$ cat config.mk
export PLATFORM = sky130hd
export DESIGN_NAME = imsr_top
export DESIGN_NICKNAME = d
export VERILOG_FILES = /design/src/logic/imsr_pkg.sv /design/src/logic/imsr_spi_if.sv /design/src/logic/imsr_top.sv /design/src/logic/imsr_spi_phy.sv
export SDC_FILE = /design/constraint.sdc
export NUM_CORES = 1
export LEC_CHECK = 0
export ABC_AREA = 0
export BUFFER_PORTS_ARGS = -buffer_cell sky130_fd_sc_hd__buf_4
export CAP_MARGIN = 20
export CORE_MARGIN = 2
export CORE_UTILIZATION = 56
export DETAILED_ROUTE_END_ITERATION = 8
export GPL_ROUTABILITY_DRIVEN = 0
export PLACE_DENSITY = 0.8
export SETUP_SLACK_MARGIN = 0.02
export SKIP_LAST_GASP = 1
export SLEW_MARGIN = 20
export SYNTH_ARGS = -nofsm -noshare
export SYNTH_HDL_FRONTEND = slang
export SYNTH_SLANG_ARGS = --single-unit
$ cat constraint.sdc
create_clock -name ref_clk_i -period 7.2 [get_ports ref_clk_i]
set_input_delay 0.72 -clock ref_clk_i [delete_from_list [all_inputs] [get_ports ref_clk_i]]
set_output_delay 0.72 -clock ref_clk_i [all_outputs]
set_load 0.02 [all_outputs]
$ cat src/logic/imsr_pkg.sv
// constants for the status and identification register block
package imsr_pkg;
    localparam int CLK_HZ = 100_000_000;
    localparam int RECOVER_MS = 250;
    localparam int RECOVER_CYC = RECOVER_MS * (CLK_HZ / 1000);
    localparam int CNT_W = 25;
    localparam int WORD_BITS = 16;
    localparam int W_BIT = 15;
    localparam logic [3:0] LAST_BIT = 4'hF;
    // byte addresses; a word sits at an even address
    localparam logic [6:0] A_ERR = 7'h02;
    localparam logic [6:0] A_XLO = 7'h04;
    localparam logic [6:0] A_XHI = 7'h06;
    localparam logic [6:0] A_YLO = 7'h08;
    localparam logic [6:0] A_YHI = 7'h0A;
    localparam logic [6:0] A_ZLO = 7'h0C;
    localparam logic [6:0] A_ZHI = 7'h0E;
    localparam logic [6:0] A_BIAS = 7'h66;
    localparam logic [6:0] A_CMD = 7'h68;
    localparam logic [6:0] A_FREV = 7'h6C;
    localparam logic [6:0] A_FDM = 7'h6E;
    localparam logic [6:0] A_FY = 7'h70;
    localparam logic [6:0] A_DEV = 7'h72;
    localparam logic [6:0] A_SER = 7'h74;
    localparam logic [6:0] A_SCR1 = 7'h76;
    localparam logic [6:0] A_SCR2 = 7'h78;
    localparam logic [6:0] A_SCR3 = 7'h7A;
    localparam logic [6:0] A_FLO = 7'h7C;
    localparam logic [6:0] A_FHI = 7'h7E;
    // error flag positions
    localparam int F_OVR = 1;
    localparam int F_UPD = 2;
    localparam int F_FRM = 3;
    localparam int F_STBY = 4;
    localparam int F_SENS = 5;
    localparam int F_MEM = 6;
    localparam int F_CLK = 7;
    // command bit positions
    localparam int C_SELFTEST = 2;
    localparam int C_FUPD = 3;
    localparam int C_FTEST = 4;
    localparam int C_RESET = 7;
    localparam logic [2:0] SYNC_SCALED = 3'h2;
    localparam logic [15:0] BIAS_RST = 16'h070A;
    localparam logic [15:0] SCR_RST = 16'h0000;
    // identity defaults, values arbitrary
    localparam logic [15:0] DEV_ID_DEF = 16'h1234;
    localparam logic [15:0] SERIAL_DEF = 16'h0001;
    localparam logic [15:0] FW_REV_DEF = 16'h0100;
    localparam logic [15:0] FW_DM_DEF = 16'h0101;
    localparam logic [15:0] FW_Y_DEF = 16'h2000;
endpackage

$ cat src/logic/imsr_spi_if.sv
// word carrier between the serial front end and the register core
`timescale 1ns/10ps
interface imsr_spi_if;
    logic word_valid;
    logic [15:0] word;
    logic frame_err;
    logic [15:0] tx_word;
    modport phy (output word_valid, output word, output frame_err, input tx_word);
    modport core (input word_valid, input word, input frame_err, output tx_word);
endinterface

$ cat src/logic/imsr_top.sv
// error flags, command, identification and scratch registers behind spi
`timescale 1ns/10ps
// Functional notes
// - clock error flag in scaled sync mode
// - flash crc test mismatch sets memory flag
// - self test sensor failure sets flag
// - low supply flags, halts; resume after 250ms
// - sclk count not multiple of sixteen flagged
// - failed flash update sets flag
// - overrun flag; reset pin or command recovers
// - reading error flags clears them all
// - flags stay set until read or command reset
// - persisting condition sets flag again
// - rate is 32 bits over two words
// - bias period read-write, default 0x070A
// - three read-write scratch registers
// - flash write count over two words
// - firmware revision and date read-only
module imsr_top #(
    parameter int RECOVER_CYCLES = imsr_pkg::RECOVER_CYC,
    parameter logic [15:0] DEVICE_NUMBER = imsr_pkg::DEV_ID_DEF,
    parameter logic [15:0] SERIAL_NUMBER = imsr_pkg::SERIAL_DEF,
    parameter logic [15:0] FW_REVISION = imsr_pkg::FW_REV_DEF,
    parameter logic [15:0] FW_DAY_MONTH = imsr_pkg::FW_DM_DEF,
    parameter logic [15:0] FW_YEAR = imsr_pkg::FW_Y_DEF
) (
    input wire logic ref_clk_i,
    input wire logic sys_rst_i,
    input wire logic spi_sclk_i,
    input wire logic spi_cs_n_i,
    input wire logic spi_mosi_i,
    output logic spi_miso_o,
    output logic spi_miso_oe_o,
    input wire logic [2:0] sync_mode_i,
    input wire logic sync_unlocked_i,
    input wire logic supply_low_i,
    input wire logic overrun_i,
    input wire logic flash_test_done_i,
    input wire logic flash_crc_bad_i,
    input wire logic self_test_done_i,
    input wire logic sensor_fail_i,
    input wire logic flash_update_done_i,
    input wire logic flash_update_fail_i,
    input wire logic [31:0] x_rate_i,
    input wire logic [31:0] y_rate_i,
    input wire logic [31:0] z_rate_i,
    input wire logic [31:0] flash_write_count_i,
    output logic [15:0] global_command_o,
    output logic [15:0] bias_estimation_period_o,
    output logic standby_o
);
    import imsr_pkg::*;

    imsr_spi_if spi();

    imsr_spi_phy u_phy (
        .ref_clk_i(ref_clk_i),
        .sys_rst_i(sys_rst_i),
        .spi_sclk_i(spi_sclk_i),
        .spi_cs_n_i(spi_cs_n_i),
        .spi_mosi_i(spi_mosi_i),
        .spi_miso_o(spi_miso_o),
        .spi_miso_oe_o(spi_miso_oe_o),
        .bus(spi.phy)
    );

    logic req_wr, wr_lo, wr_hi, rd_req, rd_clear, soft_rst;
    logic [6:0] req_addr, word_addr;
    logic [7:0] wr_byte;
    logic [7:1] flags;
    logic [7:1] flag_set;
    logic [7:1] live_set;
    logic mem_bad, sens_bad, upd_bad;
    logic sup_m, sup_s;
    logic [CNT_W-1:0] rec_cnt;
    logic [15:0] scr1, scr2, scr3;
    logic [15:0] tx_word;
    logic [15:0] rd_data;

    ////////////////////////////////////////////////////////////
    // request decode: bit 15 write, 14:8 address, 7:0 write byte
    assign req_wr = spi.word[W_BIT];
    assign req_addr = spi.word[14:8];
    assign word_addr = {req_addr[6:1], 1'b0};
    assign wr_byte = spi.word[7:0];
    assign wr_lo = spi.word_valid & req_wr & ~req_addr[0];
    assign wr_hi = spi.word_valid & req_wr & req_addr[0];
    assign rd_req = spi.word_valid & ~req_wr;
    assign rd_clear = rd_req & (word_addr == A_ERR);
    assign soft_rst = global_command_o[C_RESET];
    assign spi.tx_word = tx_word;

    function automatic logic [15:0] put_byte(input logic [15:0] old, input logic hi, input logic [7:0] b);
        put_byte = hi ? {b, old[7:0]} : {old[15:8], b};
    endfunction

    ////////////////////////////////////////////////////////////
    // supply monitor is analog, so it is synchronised first
    always_ff @(posedge ref_clk_i or posedge sys_rst_i) begin
        if (sys_rst_i) begin
            sup_m <= 1'b0;
            sup_s <= 1'b0;
        end else begin
            sup_m <= supply_low_i;
            sup_s <= sup_m;
        end
    end

    // recovery needs an unbroken stretch of good supply
    always_ff @(posedge ref_clk_i or posedge sys_rst_i) begin
        if (sys_rst_i) begin
            standby_o <= 1'b0;
            rec_cnt <= '0;
        end else if (sup_s) begin
            standby_o <= 1'b1;
            rec_cnt <= '0;
        end else if (standby_o) begin
            if (rec_cnt == CNT_W'(RECOVER_CYCLES - 1)) begin
                standby_o <= 1'b0;
                rec_cnt <= '0;
            end else begin
                rec_cnt <= rec_cnt + 1'b1;
            end
        end
    end

    ////////////////////////////////////////////////////////////
    // test results are held so a failure keeps re-raising its flag
    always_ff @(posedge ref_clk_i or posedge sys_rst_i) begin
        if (sys_rst_i) begin
            mem_bad <= 1'b0;
            sens_bad <= 1'b0;
            upd_bad <= 1'b0;
        end else if (soft_rst) begin
            mem_bad <= 1'b0;
            sens_bad <= 1'b0;
            upd_bad <= 1'b0;
        end else begin
            if (flash_test_done_i) begin
                mem_bad <= flash_crc_bad_i;
            end
            if (self_test_done_i) begin
                sens_bad <= sensor_fail_i;
            end
            if (flash_update_done_i) begin
                upd_bad <= flash_update_fail_i;
            end
        end
    end

    always_comb begin
        flag_set[F_CLK] = (sync_mode_i == SYNC_SCALED) & sync_unlocked_i;
        flag_set[F_MEM] = mem_bad | (flash_test_done_i & flash_crc_bad_i);
        flag_set[F_SENS] = sens_bad | (self_test_done_i & sensor_fail_i);
        flag_set[F_STBY] = standby_o | sup_s;
        flag_set[F_FRM] = spi.frame_err;
        flag_set[F_UPD] = upd_bad | (flash_update_done_i & flash_update_fail_i);
        flag_set[F_OVR] = overrun_i;
        // a command reset drops held test results, so only live causes reload
        live_set = flag_set;
        live_set[F_MEM] = flash_test_done_i & flash_crc_bad_i;
        live_set[F_SENS] = self_test_done_i & sensor_fail_i;
        live_set[F_UPD] = flash_update_done_i & flash_update_fail_i;
    end

    // set is ored in after the clear, so a same-cycle event survives
    always_ff @(posedge ref_clk_i or posedge sys_rst_i) begin
        if (sys_rst_i) begin
            flags <= '0;
        end else if (soft_rst) begin
            flags <= live_set;
        end else begin
            flags <= (rd_clear ? 7'h00 : flags) | flag_set;
        end
    end

    ////////////////////////////////////////////////////////////
    // command bits are pulses only; nothing is kept for readback
    always_ff @(posedge ref_clk_i or posedge sys_rst_i) begin
        if (sys_rst_i) begin
            global_command_o <= 16'h0000;
        end else if (word_addr == A_CMD && wr_lo) begin
            global_command_o <= {8'h00, wr_byte};
        end else if (word_addr == A_CMD && wr_hi) begin
            global_command_o <= {wr_byte, 8'h00};
        end else begin
            global_command_o <= 16'h0000;
        end
    end

    always_ff @(posedge ref_clk_i or posedge sys_rst_i) begin
        if (sys_rst_i) begin
            bias_estimation_period_o <= BIAS_RST;
        end else if (word_addr == A_BIAS && (wr_lo || wr_hi)) begin
            bias_estimation_period_o <= put_byte(bias_estimation_period_o, wr_hi, wr_byte);
        end
    end

    // scratch contents survive the command reset, as flash would
    always_ff @(posedge ref_clk_i or posedge sys_rst_i) begin
        if (sys_rst_i) begin
            scr1 <= SCR_RST;
            scr2 <= SCR_RST;
            scr3 <= SCR_RST;
        end else if (wr_lo || wr_hi) begin
            if (word_addr == A_SCR1) begin
                scr1 <= put_byte(scr1, wr_hi, wr_byte);
            end
            if (word_addr == A_SCR2) begin
                scr2 <= put_byte(scr2, wr_hi, wr_byte);
            end
            if (word_addr == A_SCR3) begin
                scr3 <= put_byte(scr3, wr_hi, wr_byte);
            end
        end
    end

    ////////////////////////////////////////////////////////////
    always_comb begin
        case (word_addr)
            A_ERR: rd_data = {8'h00, flags, 1'b0};
            A_XLO: rd_data = x_rate_i[15:0];
            A_XHI: rd_data = x_rate_i[31:16];
            A_YLO: rd_data = y_rate_i[15:0];
            A_YHI: rd_data = y_rate_i[31:16];
            A_ZLO: rd_data = z_rate_i[15:0];
            A_ZHI: rd_data = z_rate_i[31:16];
            A_BIAS: rd_data = bias_estimation_period_o;
            A_FREV: rd_data = FW_REVISION;
            A_FDM: rd_data = FW_DAY_MONTH;
            A_FY: rd_data = FW_YEAR;
            A_DEV: rd_data = DEVICE_NUMBER;
            A_SER: rd_data = SERIAL_NUMBER;
            A_SCR1: rd_data = scr1;
            A_SCR2: rd_data = scr2;
            A_SCR3: rd_data = scr3;
            A_FLO: rd_data = flash_write_count_i[15:0];
            A_FHI: rd_data = flash_write_count_i[31:16];
            default: rd_data = 16'h0000;
        endcase
    end

    // answer goes out in the following word; writes answer zero
    always_ff @(posedge ref_clk_i or posedge sys_rst_i) begin
        if (sys_rst_i) begin
            tx_word <= 16'h0000;
        end else if (rd_req) begin
            tx_word <= rd_data;
        end else if (spi.word_valid) begin
            tx_word <= 16'h0000;
        end
    end
endmodule

$ cat src/logic/imsr_spi_phy.sv
// serial front end: sclk idle high, shift out on fall, sample on rise
`timescale 1ns/10ps
module imsr_spi_phy (
    input wire logic ref_clk_i,
    input wire logic sys_rst_i,
    input wire logic spi_sclk_i,
    input wire logic spi_cs_n_i,
    input wire logic spi_mosi_i,
    output logic spi_miso_o,
    output logic spi_miso_oe_o,
    imsr_spi_if.phy bus
);
    import imsr_pkg::*;

    logic sck_m, sck_s, sck_d, cs_m, cs_s, cs_d, mosi_m, mosi_s;
    logic [3:0] bit_cnt;
    logic [15:0] rx_sh;
    logic [15:0] tx_sh;
    logic rise, fall, cs_act, cs_end;

    ////////////////////////////////////////////////////////////
    always_ff @(posedge ref_clk_i or posedge sys_rst_i) begin
        if (sys_rst_i) begin
            sck_m <= 1'b1;
            sck_s <= 1'b1;
            sck_d <= 1'b1;
            cs_m <= 1'b1;
            cs_s <= 1'b1;
            cs_d <= 1'b1;
            mosi_m <= 1'b0;
            mosi_s <= 1'b0;
        end else begin
            sck_m <= spi_sclk_i;
            sck_s <= sck_m;
            sck_d <= sck_s;
            cs_m <= spi_cs_n_i;
            cs_s <= cs_m;
            cs_d <= cs_s;
            mosi_m <= spi_mosi_i;
            mosi_s <= mosi_m;
        end
    end

    assign rise = sck_s & ~sck_d;
    assign fall = ~sck_s & sck_d;
    assign cs_act = ~cs_s;
    assign cs_end = cs_s & ~cs_d;

    ////////////////////////////////////////////////////////////
    always_ff @(posedge ref_clk_i or posedge sys_rst_i) begin
        if (sys_rst_i) begin
            bit_cnt <= 4'h0;
            rx_sh <= 16'h0000;
            bus.word <= 16'h0000;
            bus.word_valid <= 1'b0;
            bus.frame_err <= 1'b0;
        end else begin
            bus.word_valid <= 1'b0;
            bus.frame_err <= 1'b0;
            if (cs_end) begin
                // leftover clocks mean the frame was not whole words
                bus.frame_err <= (bit_cnt != 4'h0);
                bit_cnt <= 4'h0;
            end else if (cs_act && rise) begin
                rx_sh <= {rx_sh[14:0], mosi_s};
                bit_cnt <= bit_cnt + 4'h1;
                if (bit_cnt == LAST_BIT) begin
                    bus.word <= {rx_sh[14:0], mosi_s};
                    bus.word_valid <= 1'b1;
                end
            end
        end
    end

    ////////////////////////////////////////////////////////////
    always_ff @(posedge ref_clk_i or posedge sys_rst_i) begin
        if (sys_rst_i) begin
            spi_miso_o <= 1'b0;
            spi_miso_oe_o <= 1'b0;
            tx_sh <= 16'h0000;
        end else begin
            spi_miso_oe_o <= cs_act;
            if (cs_act && fall) begin
                if (bit_cnt == 4'h0) begin
                    spi_miso_o <= bus.tx_word[W_BIT];
                    tx_sh <= {bus.tx_word[14:0], 1'b0};
                end else begin
                    spi_miso_o <= tx_sh[W_BIT];
                    tx_sh <= {tx_sh[14:0], 1'b0};
                end
            end
        end
    end
endmodule

==> metrics.txt, run 1 <==
minimum clock period=between 2000 and 3000 ps; via-per-instance ratio=6.40; transition time of the tightest slew-check pin=947 ps; Buffers on Ports=between 150 and 200; clock skew after layout=8.82 ps; placed cell areas=between 0.01 and 0.015 mm²; number of standard-cell rows in the floorplan=between 40 and 50; share of the synthesized area in the top cell type=a little under half; Total Routing Usage GR=between 30 and 40%; summed instance area of the synthesized netlist=just under 0.01 mm²; Slowest-stage cell, CP=sky130_fd_sc_hd__nor2b_1; classification of the worst-slack hold path=flop to flop; overall die width=approximately 140 µm; Yosys warning total=0; fill cell instance count of the final layout=1275; DRT Pass-1 Iters=5; largest cells by area after synthesis=sky130_fd_sc_hd__dfrtp_1 48%, sky130_fd_sc_hd__mux2_2 7.8%, sky130_fd_sc_hd__nand2_1 3.8%; Vias=roughly 8.0k; wire length per cell after detailed routing=~22 µm; ANT nets after route=0; status=complete, no violations; flops & latches, synth=196; max-cap viol count=0; cell types with the highest counts after synthesis=185 x sky130_fd_sc_hd__dfrtp_1, 98 x sky130_fd_sc_hd__nand2_1, 67 x sky130_fd_sc_hd__mux2_2, 39 x sky130_fd_sc_hd__a21oi_1, 38 x sky130_fd_sc_hd__nor2_1; list of cells traversed by the critical path=buf_4, nor2b_1, and2_1, a22o_1, a221oi_1, a32oi_1; post-synthesis to final-layout area growth=21.0%; unique cell type count in the Yosys netlist=70; core area=about 0.017 mm²; wire length of the first global-routing pass=about 42000 µm; clock sink count=~200; deepest clock path buffer count=2; DR WL met2=about 13000 µm; top routing layer used=met4; number of flops mapped to enable cells by yosys=0; share of the clock period used by the worst path after layout=39.9%; estimated wirelength of the detail-placed design=19200 µm; ratio of total power to cell area=around 200 mW/mm²; syn avg cell area=roughly 11 µm²; synthesized net count=about 1k; share of final-layout standard cells stronger than drive strength 1=33.2%; Top-Level Pins=180; longest individual stage delay on the worst path=roughly 820 ps; initial antenna violation count=0; total leakage power=about 5.3 nW; crit-path max FO=53; number of buffers inserted by hold repair at cts=0; Placed Cells incl. Taps=1211; Worst Path Class, Setup=flop to flop; number of failing hold endpoints at the final stage=0; Arr. time, crit path=3230 ps; wire length on met3=~2700 µm; number of antenna repair diodes=0; overall power of the completed layout=approximately 2.3 mW; clock tree from TritonCTS=done; setup repair bufs after CTS=0; Design Area, Final=roughly 0.012 mm²; type of element launching the critical path=flop; Multi-input gate area=~0.0044 mm²; number of violations reported at the end of detailed-routing iteration 0=754; WL met1=10800 µm; final cell count without fillers=around 1.2k; DRC violation count after routing=0; global route total overflow=0; Yosys top cell by area=sky130_fd_sc_hd__dfrtp_1; clock transition at the registers of the reported paths=about 70 ps; cells after synthesis=around 860; portion of the post-synthesis area used by sequential elements=50.8%; Resized Gates After CTS=0; data required time at the worst endpoint=7550 ps; total negative slack=0 ps; RSZ-0062 raised after global routing=false; Final nets=1153; number of global-route vias before repair=approximately 7.6k; proportion of synthesized flip-flops having asynchronous set or reset=100%; slew margin rel.=a little under two fifths; number of buffers created by CTS=17; insertion delay to the later sink of the worst-skew pair=approximately 440 ps; type of element capturing the critical path=flop; Max Clk Rate=around 0.35 GHz; area of the die=around 0.018 mm²; y dimension of the die=~140 µm; final count of pins violating max slew=0; final routed wirelength across all metal layers=between 20000 and 30000 µm; FF+latch area=slightly below 0.005 mm²; effective utilization at floorplan=56.5%; Clock Tree Root=sky130_fd_sc_hd__clkbuf_16; most used flip-flop cell after synthesis=sky130_fd_sc_hd__dfrtp_1; pin count of the biggest net entering global routing=120; Worst VDD drop=0.167 mV; number of levels in the clock H-tree=4; most frequently used cell type in the post-synthesis netlist=sky130_fd_sc_hd__dfrtp_1; Setup violations, final=0
## cell usage in the layout (no fill, tap or decap), types with 17 or more instances in the layout
| cell | count |
|---|---|
| sky130_fd_sc_hd__dfrtp_1 | 183 |
| sky130_fd_sc_hd__nand2_1 | 98 |
| sky130_fd_sc_hd__clkbuf_16 | 17 |
| sky130_fd_sc_hd__a21oi_1 | 39 |
| sky130_fd_sc_hd__mux2i_1 | 23 |
| sky130_fd_sc_hd__mux2_2 | 67 |
| sky130_fd_sc_hd__and2_1 | 27 |
| sky130_fd_sc_hd__buf_4 | 187 |
| sky130_fd_sc_hd__o21ai_0 | 20 |
| sky130_fd_sc_hd__mux2_1 | 23 |
| sky130_fd_sc_hd__nor2_1 | 38 |
| sky130_fd_sc_hd__nand3_1 | 26 |
## logic make-up (layout without fill, tap and decap cells)
logic type	after synthesis	in the layout	share of synthesized area, %
muxes	129	129	16.6
DFF	196	196	50.8
and+or+nand+nor	284	284	15.8
xor gates and xnor gates	5	5	0.453
adders and majority gates	3	3	0.388
AOI/OAI and AO/OA	167	167	12.5
buffers and inverters	75	234	3.45
## worst max-delay path, delay by kind of cell (launching register included)
kind | cells | cell delay (ps)
compound gates | 3 | 490
buf+inv | 1 | 560
flops | 1 | 340
simple gates | 2 | 1370
## flip-flops by register name (all words and copies together), names as in the netlist, 16 cells and up
register                  cells
scr2                         16
bias_estimation_period_o     16
scr1                         16
global_command_o             16
u_phy.bus.word               16
rec_cnt                      25
scr3                         16
spi.tx_word                  16
## per-layer routing
layer / track usage, % / vias up
met5: 0 / -
met3: 8.27 / 82
met4: 13.2 / 0
met1: 40.5 / 3938
li1: - / 3472
met2: 47.7 / 460
## through the flow
stage / hold slack (ps) / utilization, % / setup slack (ps)
after floorplan: 331 / - / 1160
after global placement: 334 / 64.9 / 4480
after detailed placement: 340 / 64.9 / 4450
after CTS: 357 / 68.4 / 4440
after global routing: 362 / 68.4 / 4270
final: 357 / 68.4 / 4320
## path summary, 6_finish.rpt
path	start	to	slack, ps	cells after the start
min in group asynchronous	sys_rst_i	u_phy.bit_cnt[3]	440	2
max in group asynchronous	sys_rst_i	global_command_o[8]	5350	3
max	u_phy.bus.word[10]	spi.tx_word[8]	4320	6
min reg2reg	u_phy.mosi_m	u_phy.mosi_s	360	0
min	u_phy.mosi_m	u_phy.mosi_s	360	0
max reg2reg	u_phy.bus.word[10]	spi.tx_word[8]	4320	6
## where the power goes
group | switching (mW) | leakage (nW) | total [mW] | internal (mW)
logic | 0.0844 | 2.51 | 0.176 | 0.0917
registers | 0.0280 | 2.53 | 1.17 | 1.14
clock network | 0.425 | 0.294 | 0.977 | 0.553
## final cells by class
cell class              count  area share [%]
multi-input cells         588            37.9
flip-flops and latches    196            42.0
well taps                 225            2.40
clock buffers              19            3.70
clock inverters            13            1.44
inverters                  15           0.545
repair buffers            187            12.0
(Power assumes the default switching activity.)
==> run 2: changes to the inputs <==
- ABC_AREA: 0 -> 1
- clock period: 7.2 -> 2.65 ns (I/O delays scaled with it)
==> metrics.txt, run 2 <==
pin count of the biggest net entering global routing=a little over 80; number of standard-cell rows in the floorplan=between 40 and 50; max-cap viol count=0; Arr. time, crit path=~2500 ps; cells after synthesis=approximately 1.3k; type of element launching the critical path=flop; y dimension of the die=between 100 and 150 µm; Setup violations, final=0; share of the synthesized area in the top cell type=46.2%; overall power of the completed layout=between 6 and 7 mW; hold_ws=between 15 and 20 ps; wire length per cell after detailed routing=around 19 µm; Place WS=579 ps; final cell utilization of the core=a little over two thirds; status=complete, no violations; DRC violation count after routing=0; most used flip-flop cell after synthesis=sky130_fd_sc_hd__dfrtp_1; Yosys top cell by area=sky130_fd_sc_hd__dfrtp_1; number of flops mapped to enable cells by yosys=0; total leakage power=6.07 nW; final routed wirelength across all metal layers=approximately 31000 µm; via-per-instance ratio=around 5.7; Clock Tree Root=sky130_fd_sc_hd__clkbuf_16; core area=about 0.017 mm²; slew margin rel.=between 40% and 50%; register with the most flip-flops=rec_cnt; data required time at the worst endpoint=about 3000 ps; placed cell areas=0.0115 mm²; final count of pins violating max slew=0; Yosys warning total=0; estimated wirelength of the detail-placed design=22700 µm; number of failing hold endpoints at the final stage=0; syn avg cell area=approximately 7.8 µm²; Worst VDD drop=0.468 mV; summed instance area of the synthesized netlist=approximately 0.01 mm²; number of violations reported at the end of detailed-routing iteration 0=956; number of global-route vias before repair=roughly 9k; Top-Level Pins=180; clock sink count=between 150 and 200; share of the clock period used by the worst path after layout=between 80% and 90%; insertion delay to the later sink of the worst-skew pair=440 ps; number of antenna repair diodes=0; Buffers on Ports=179; post-synthesis to final-layout area growth=21.4%; flops & latches, synth=about 200; deepest clock path buffer count=2; area of the die=0.0190 mm²; initial antenna violation count=0; top routing layer used=met4; final critical-path setup slack=approximately 430 ps; largest cells by area after synthesis=sky130_fd_sc_hd__dfrtp_1 46%, sky130_fd_sc_hd__nand2_1 16%, sky130_fd_sc_hd__nand3_1 5.7%; clock skew after layout=around 9 ps; ANT nets after route=0; transition time of the tightest slew-check pin=just under 800 ps; Vias=9636; number of buffers created by CTS=17; effective utilization at floorplan=57.6%; number of levels in the clock H-tree=4; WL met1=11800 µm; unique cell type count in the Yosys netlist=37; cell types with the highest counts after synthesis=428 x sky130_fd_sc_hd__nand2_1, 185 x sky130_fd_sc_hd__dfrtp_1, 121 x sky130_fd_sc_hd__nor2_1, 115 x sky130_fd_sc_hd__nand3_1, 106 x sky130_fd_sc_hd__inv_1; minimum clock period=approximately 2200 ps; Total Routing Usage GR=between 30% and 40%; Max Clk Rate=between 0.4 and 0.5 GHz; number of flip-flops under the largest register name=25; Worst Path Class, Setup=flop to flop; proportion of synthesized flip-flops having asynchronous set or reset=between 90% and 100%; synthesized net count=1425; fill cell instance count of the final layout=between 1k and 1.5k; clock tree from TritonCTS=done; wire length on met3=roughly 3400 µm; Final nets=1599; clock transition at the registers of the reported paths=around 70 ps; global route total overflow=0; leading cell types in the layout, fill and taps excluded=428 x sky130_fd_sc_hd__nand2_1, 192 x sky130_fd_sc_hd__buf_4, 185 x sky130_fd_sc_hd__dfrtp_1; DRT Pass-1 Iters=7; share of final-layout standard cells stronger than drive strength 1=21.4%; DR WL met2=14100 µm; wire length of the first global-routing pass=approximately 48000 µm; crit-path max FO=16; overall die width=between 100 and 150 µm; portion of the post-synthesis area used by sequential elements=a little under 50%; Design Area, Final=between 0.01 and 0.015 mm²; classification of the worst-slack hold path=input port to flop; RSZ-0062 raised after global routing=false; type of element capturing the critical path=flop; most common cell after layout, fill and taps aside=sky130_fd_sc_hd__nand2_1; most frequently used cell type in the post-synthesis netlist=sky130_fd_sc_hd__nand2_1; ratio of total power to cell area=~520 mW/mm²
==> run 2: per-stage QoR <==
| stage | std cells | TNS, ps |
|---|---|---|
| 4_1_cts | 1689 | 0 |
| 3_3_place_gp | 1652 | 0 |
| 6_report | 1689 | 0 |
| 2_1_floorplan | 1277 | -25600 |
| 5_1_grt | 1689 | 0 |
| 3_5_place_dp | 1652 | 0 |
==> run 2: layout make-up <==
| class | count | area, µm² | area share [%] |
|---|---|---|---|
| clock inverters | 11 | 139 | 1.14 |
| inverters | 115 | 440 | 3.62 |
| multi-input cells | 922 | 4390 | 36.1 |
| flip-flops and latches | 196 | 4920 | 40.4 |
| repair buffers | 199 | 1530 | 12.6 |
| well taps | 225 | 282 | 2.31 |
| clock buffers | 21 | 470 | 3.86 |
==> run 2: routing by layer <==
metal  vias to the layer above  global-route usage (%)
li1                       4441                       -
met1                      4478                    41.9
met2                       582                    52.7
met3                       135                    9.71
met4                         0                    21.1
met5                         -                       0
==> run 2: final timing paths <==
check,startpoint,to,slack (ps),cells after the start
max,u_phy.bus.word[10],bias_estimation_period_o[7],430,5
min,sync_mode_i[2],flags[7],20,2
max reg2reg,u_phy.bus.word[10],bias_estimation_period_o[7],430,5
min reg2reg,sup_m,sup_s,350,0
max in group asynchronous,sys_rst_i,bias_estimation_period_o[9],1290,4
min in group asynchronous,sys_rst_i,scr1[7],480,3
==> run 2: kinds of logic (layout without fill, tap and decap cells) <==
group | Yosys count | after routing | share of synthesized area [%]
adders and majority gates | 3 | 3 | 0.375
xor gates and xnor gates | 14 | 14 | 1.22
DFF | 196 | 196 | 49.1
AOI/OAI and AO/OA | 163 | 163 | 9.50
and+or+nand+nor | 741 | 741 | 32.6
buffers and inverters | 159 | 346 | 7.12
muxes | 1 | 1 | 0.112
==> run 2: power breakdown <==
part           switching [mW]  leakage, nW  internal, mW
clock network            1.18        0.294          1.49
registers              0.0528         2.51          3.10
logic                   0.241         3.27         0.214
==> run 2: repair_timing <==
action                                 CTS  global route
endpoints found under the hold margin   31             0
hold buffers                             5             0
buffers inserted                         0             0
resized for setup                        0             0
==> run 2: worst max-delay path, cell delays in order (launching register included) <==
cell and delay (ps):
sky130_fd_sc_hd__dfrtp_1 520, sky130_fd_sc_hd__nand2_4 200, sky130_fd_sc_hd__nor3_4 700, sky130_fd_sc_hd__nand2_2 400, sky130_fd_sc_hd__nand2_1 180, sky130_fd_sc_hd__o21ai_1 90
==> run 3: changes to the inputs <==
- ABC_AREA: 1 -> 0
- clock period: 2.65 -> 2.2 ns (I/O delays scaled with it)
==> metrics.txt, run 3 (synthesis results as in run 1) <==
Gate power share=under 10%; register with the most flip-flops=rec_cnt; internal portion of total power=6.03 mW; clock skew after layout=around 10 ps; Worst VDD drop=approximately 0.55 mV; hold_ws=between 15 and 20 ps; total negative slack=0 ps; WL met1=approximately 11000 µm; number of buffers created by CTS=17; Final nets=1211; number of standard-cell rows in the floorplan=48; area of the die=0.0183 mm²; clock transition at the registers of the reported paths=around 70 ps; number of violations reported at the end of detailed-routing iteration 0=approximately 870; number of levels in the clock H-tree=4; top routing layer used=met4; DRC violation count after routing=1; type of element launching the critical path=flop; violations in the final reports=DRC; Max Clk Rate=just under 0.5 GHz; Top-Level Pins=180; Clock Tree Root=sky130_fd_sc_hd__clkbuf_16; effective utilization at floorplan=56.5%; Worst Path Class, Setup=flop to flop; clock tree from TritonCTS=done; clock sink count=196; Arr. time, crit path=between 2000 and 2500 ps; number of antenna repair diodes=0; status=finished with violations; final cell utilization of the core=a little under three quarters; leading cell types in the layout, fill and taps excluded=232 x sky130_fd_sc_hd__buf_4, 182 x sky130_fd_sc_hd__dfrtp_1, 98 x sky130_fd_sc_hd__nand2_1; insertion delay to the later sink of the worst-skew pair=between 400 and 500 ps; DR WL met2=around 14000 µm; Vias=a little over 8k; sum of buffers and inverters on the critical path=1; transition time of the tightest slew-check pin=592 ps; ratio of total power to cell area=approximately 640 mW/mm²; RSZ-0062 raised after global routing=false; ANT nets after route=0; wire length per cell after detailed routing=22.3 µm; number of flip-flops under the largest register name=25; slew margin rel.=roughly three fifths; longest individual stage delay on the worst path=between 400 and 500 ps; final routed wirelength across all metal layers=29000 µm; Placed Cells incl. Taps=1260; Setup violations, final=0; list of cells traversed by the critical path=buf_4, mux4_2, a32o_1, a221o_1, a2111oi_4, o2bb2ai_2; final count of pins violating max slew=0; most common cell after layout, fill and taps aside=sky130_fd_sc_hd__buf_4; share of the clock period used by the worst path after layout=between 90% and 100%; part of the total power dissipated in sequential elements=48.5%; global route total overflow=0; data required time at the worst endpoint=approximately 2500 ps; placed cell areas=0.0115 mm²; Largest delay share family, worst path=compound AO/OA/AOI/OAI gates; classification of the worst-slack hold path=input port to flop; switching power share of the total=23.6%; wire length on met3=roughly 2800 µm; share of total power in the clock network=a little over two fifths; deepest clock path buffer count=2; wire length of the first global-routing pass=approximately 44000 µm; post-synthesis to final-layout area growth=27.0%; total leakage power=5.66 nW; DRT Pass-1 Iters=9; final cell count without fillers=between 1k and 1.5k; via-per-instance ratio=approximately 6.3; estimated wirelength of the detail-placed design=20900 µm; y dimension of the die=between 100 and 150 µm; minimum clock period=2070 ps; core area=about 0.017 mm²; share of final-layout standard cells stronger than drive strength 1=a little over a third; Total Routing Usage GR=roughly a third; number of failing hold endpoints at the final stage=0; Design Area, Final=about 0.012 mm²; Slowest-stage cell, CP=sky130_fd_sc_hd__dfrtp_2; initial antenna violation count=0; number of global-route vias before repair=around 8k; crit-path max FO=12; max-cap viol count=0; Buffers on Ports=between 150 and 200; reported net switching power=around 1.9 mW; type of element capturing the critical path=flop; pin count of the biggest net entering global routing=just over 80; overall die width=~140 µm
run 3: worst paths after layout:
check / from / cells past startpoint / end / slack, ps
setup / recovery: u_phy.bus.word[10] / 6 / spi.tx_word[5] / 130
hold / removal: self_test_done_i / 3 / flags[5] / 20
setup reg to reg: u_phy.bus.word[10] / 6 / spi.tx_word[5] / 130
hold reg to reg: sup_m / 0 / sup_s / 350
max in group asynchronous: sys_rst_i / 4 / bias_estimation_period_o[1] / 1070
min in group asynchronous: sys_rst_i / 3 / rec_cnt[22] / 350
run 3: metal layers:
metal | vias up | GRT usage, %
met5 | - | 0
met4 | 0 | 12.6
met3 | 83 | 8.68
met2 | 472 | 52.2
met1 | 4071 | 41.6
li1 | 3591 | -
run 3: what timing repair did:
item                                    in CTS  in global routing
endpoints found under the setup margin       0                 11
hold endpoints to repair                    23                  0
hold buffers                                 8                  0
resized for setup                            0                  4
setup buffers                                0                  1
run 3: worst reg2reg max path: stages (launching register included):
cell and delay [ps]:
sky130_fd_sc_hd__dfrtp_2 460, sky130_fd_sc_hd__buf_4 230, sky130_fd_sc_hd__mux4_2 360, sky130_fd_sc_hd__a32o_1 230, sky130_fd_sc_hd__a221o_1 290, sky130_fd_sc_hd__a2111oi_4 310
sky130_fd_sc_hd__o2bb2ai_2 70
run 3: metrics by stage:
step                      setup slack [ps]  power, mW
after floorplan                       -543       4.16
after global placement                 168       4.47
after detailed placement               155       4.49
after CTS                              155       7.91
after global routing                  36.3       8.13
final                                  131       7.89
run 3: power by group through the flow:
stage	Sequential (mW)	Combinational (mW)	Clock [mW]
after detailed placement	3.89	0.597	0
after global routing	3.84	0.672	3.62
after floorplan	3.87	0.288	0
after CTS	3.82	0.614	3.48
after global placement	3.88	0.586	0
final	3.82	0.610	3.45
run 3: cell type report:
class                      count  area, µm²
fill                        1218       4830
timing repair buffer         245       1920
multi-input combinational    588       4450
clock buffer                  18        439
clock inverter                14        214
inverter                      15       60.1
sequential                   196       4920
tap                          225        282
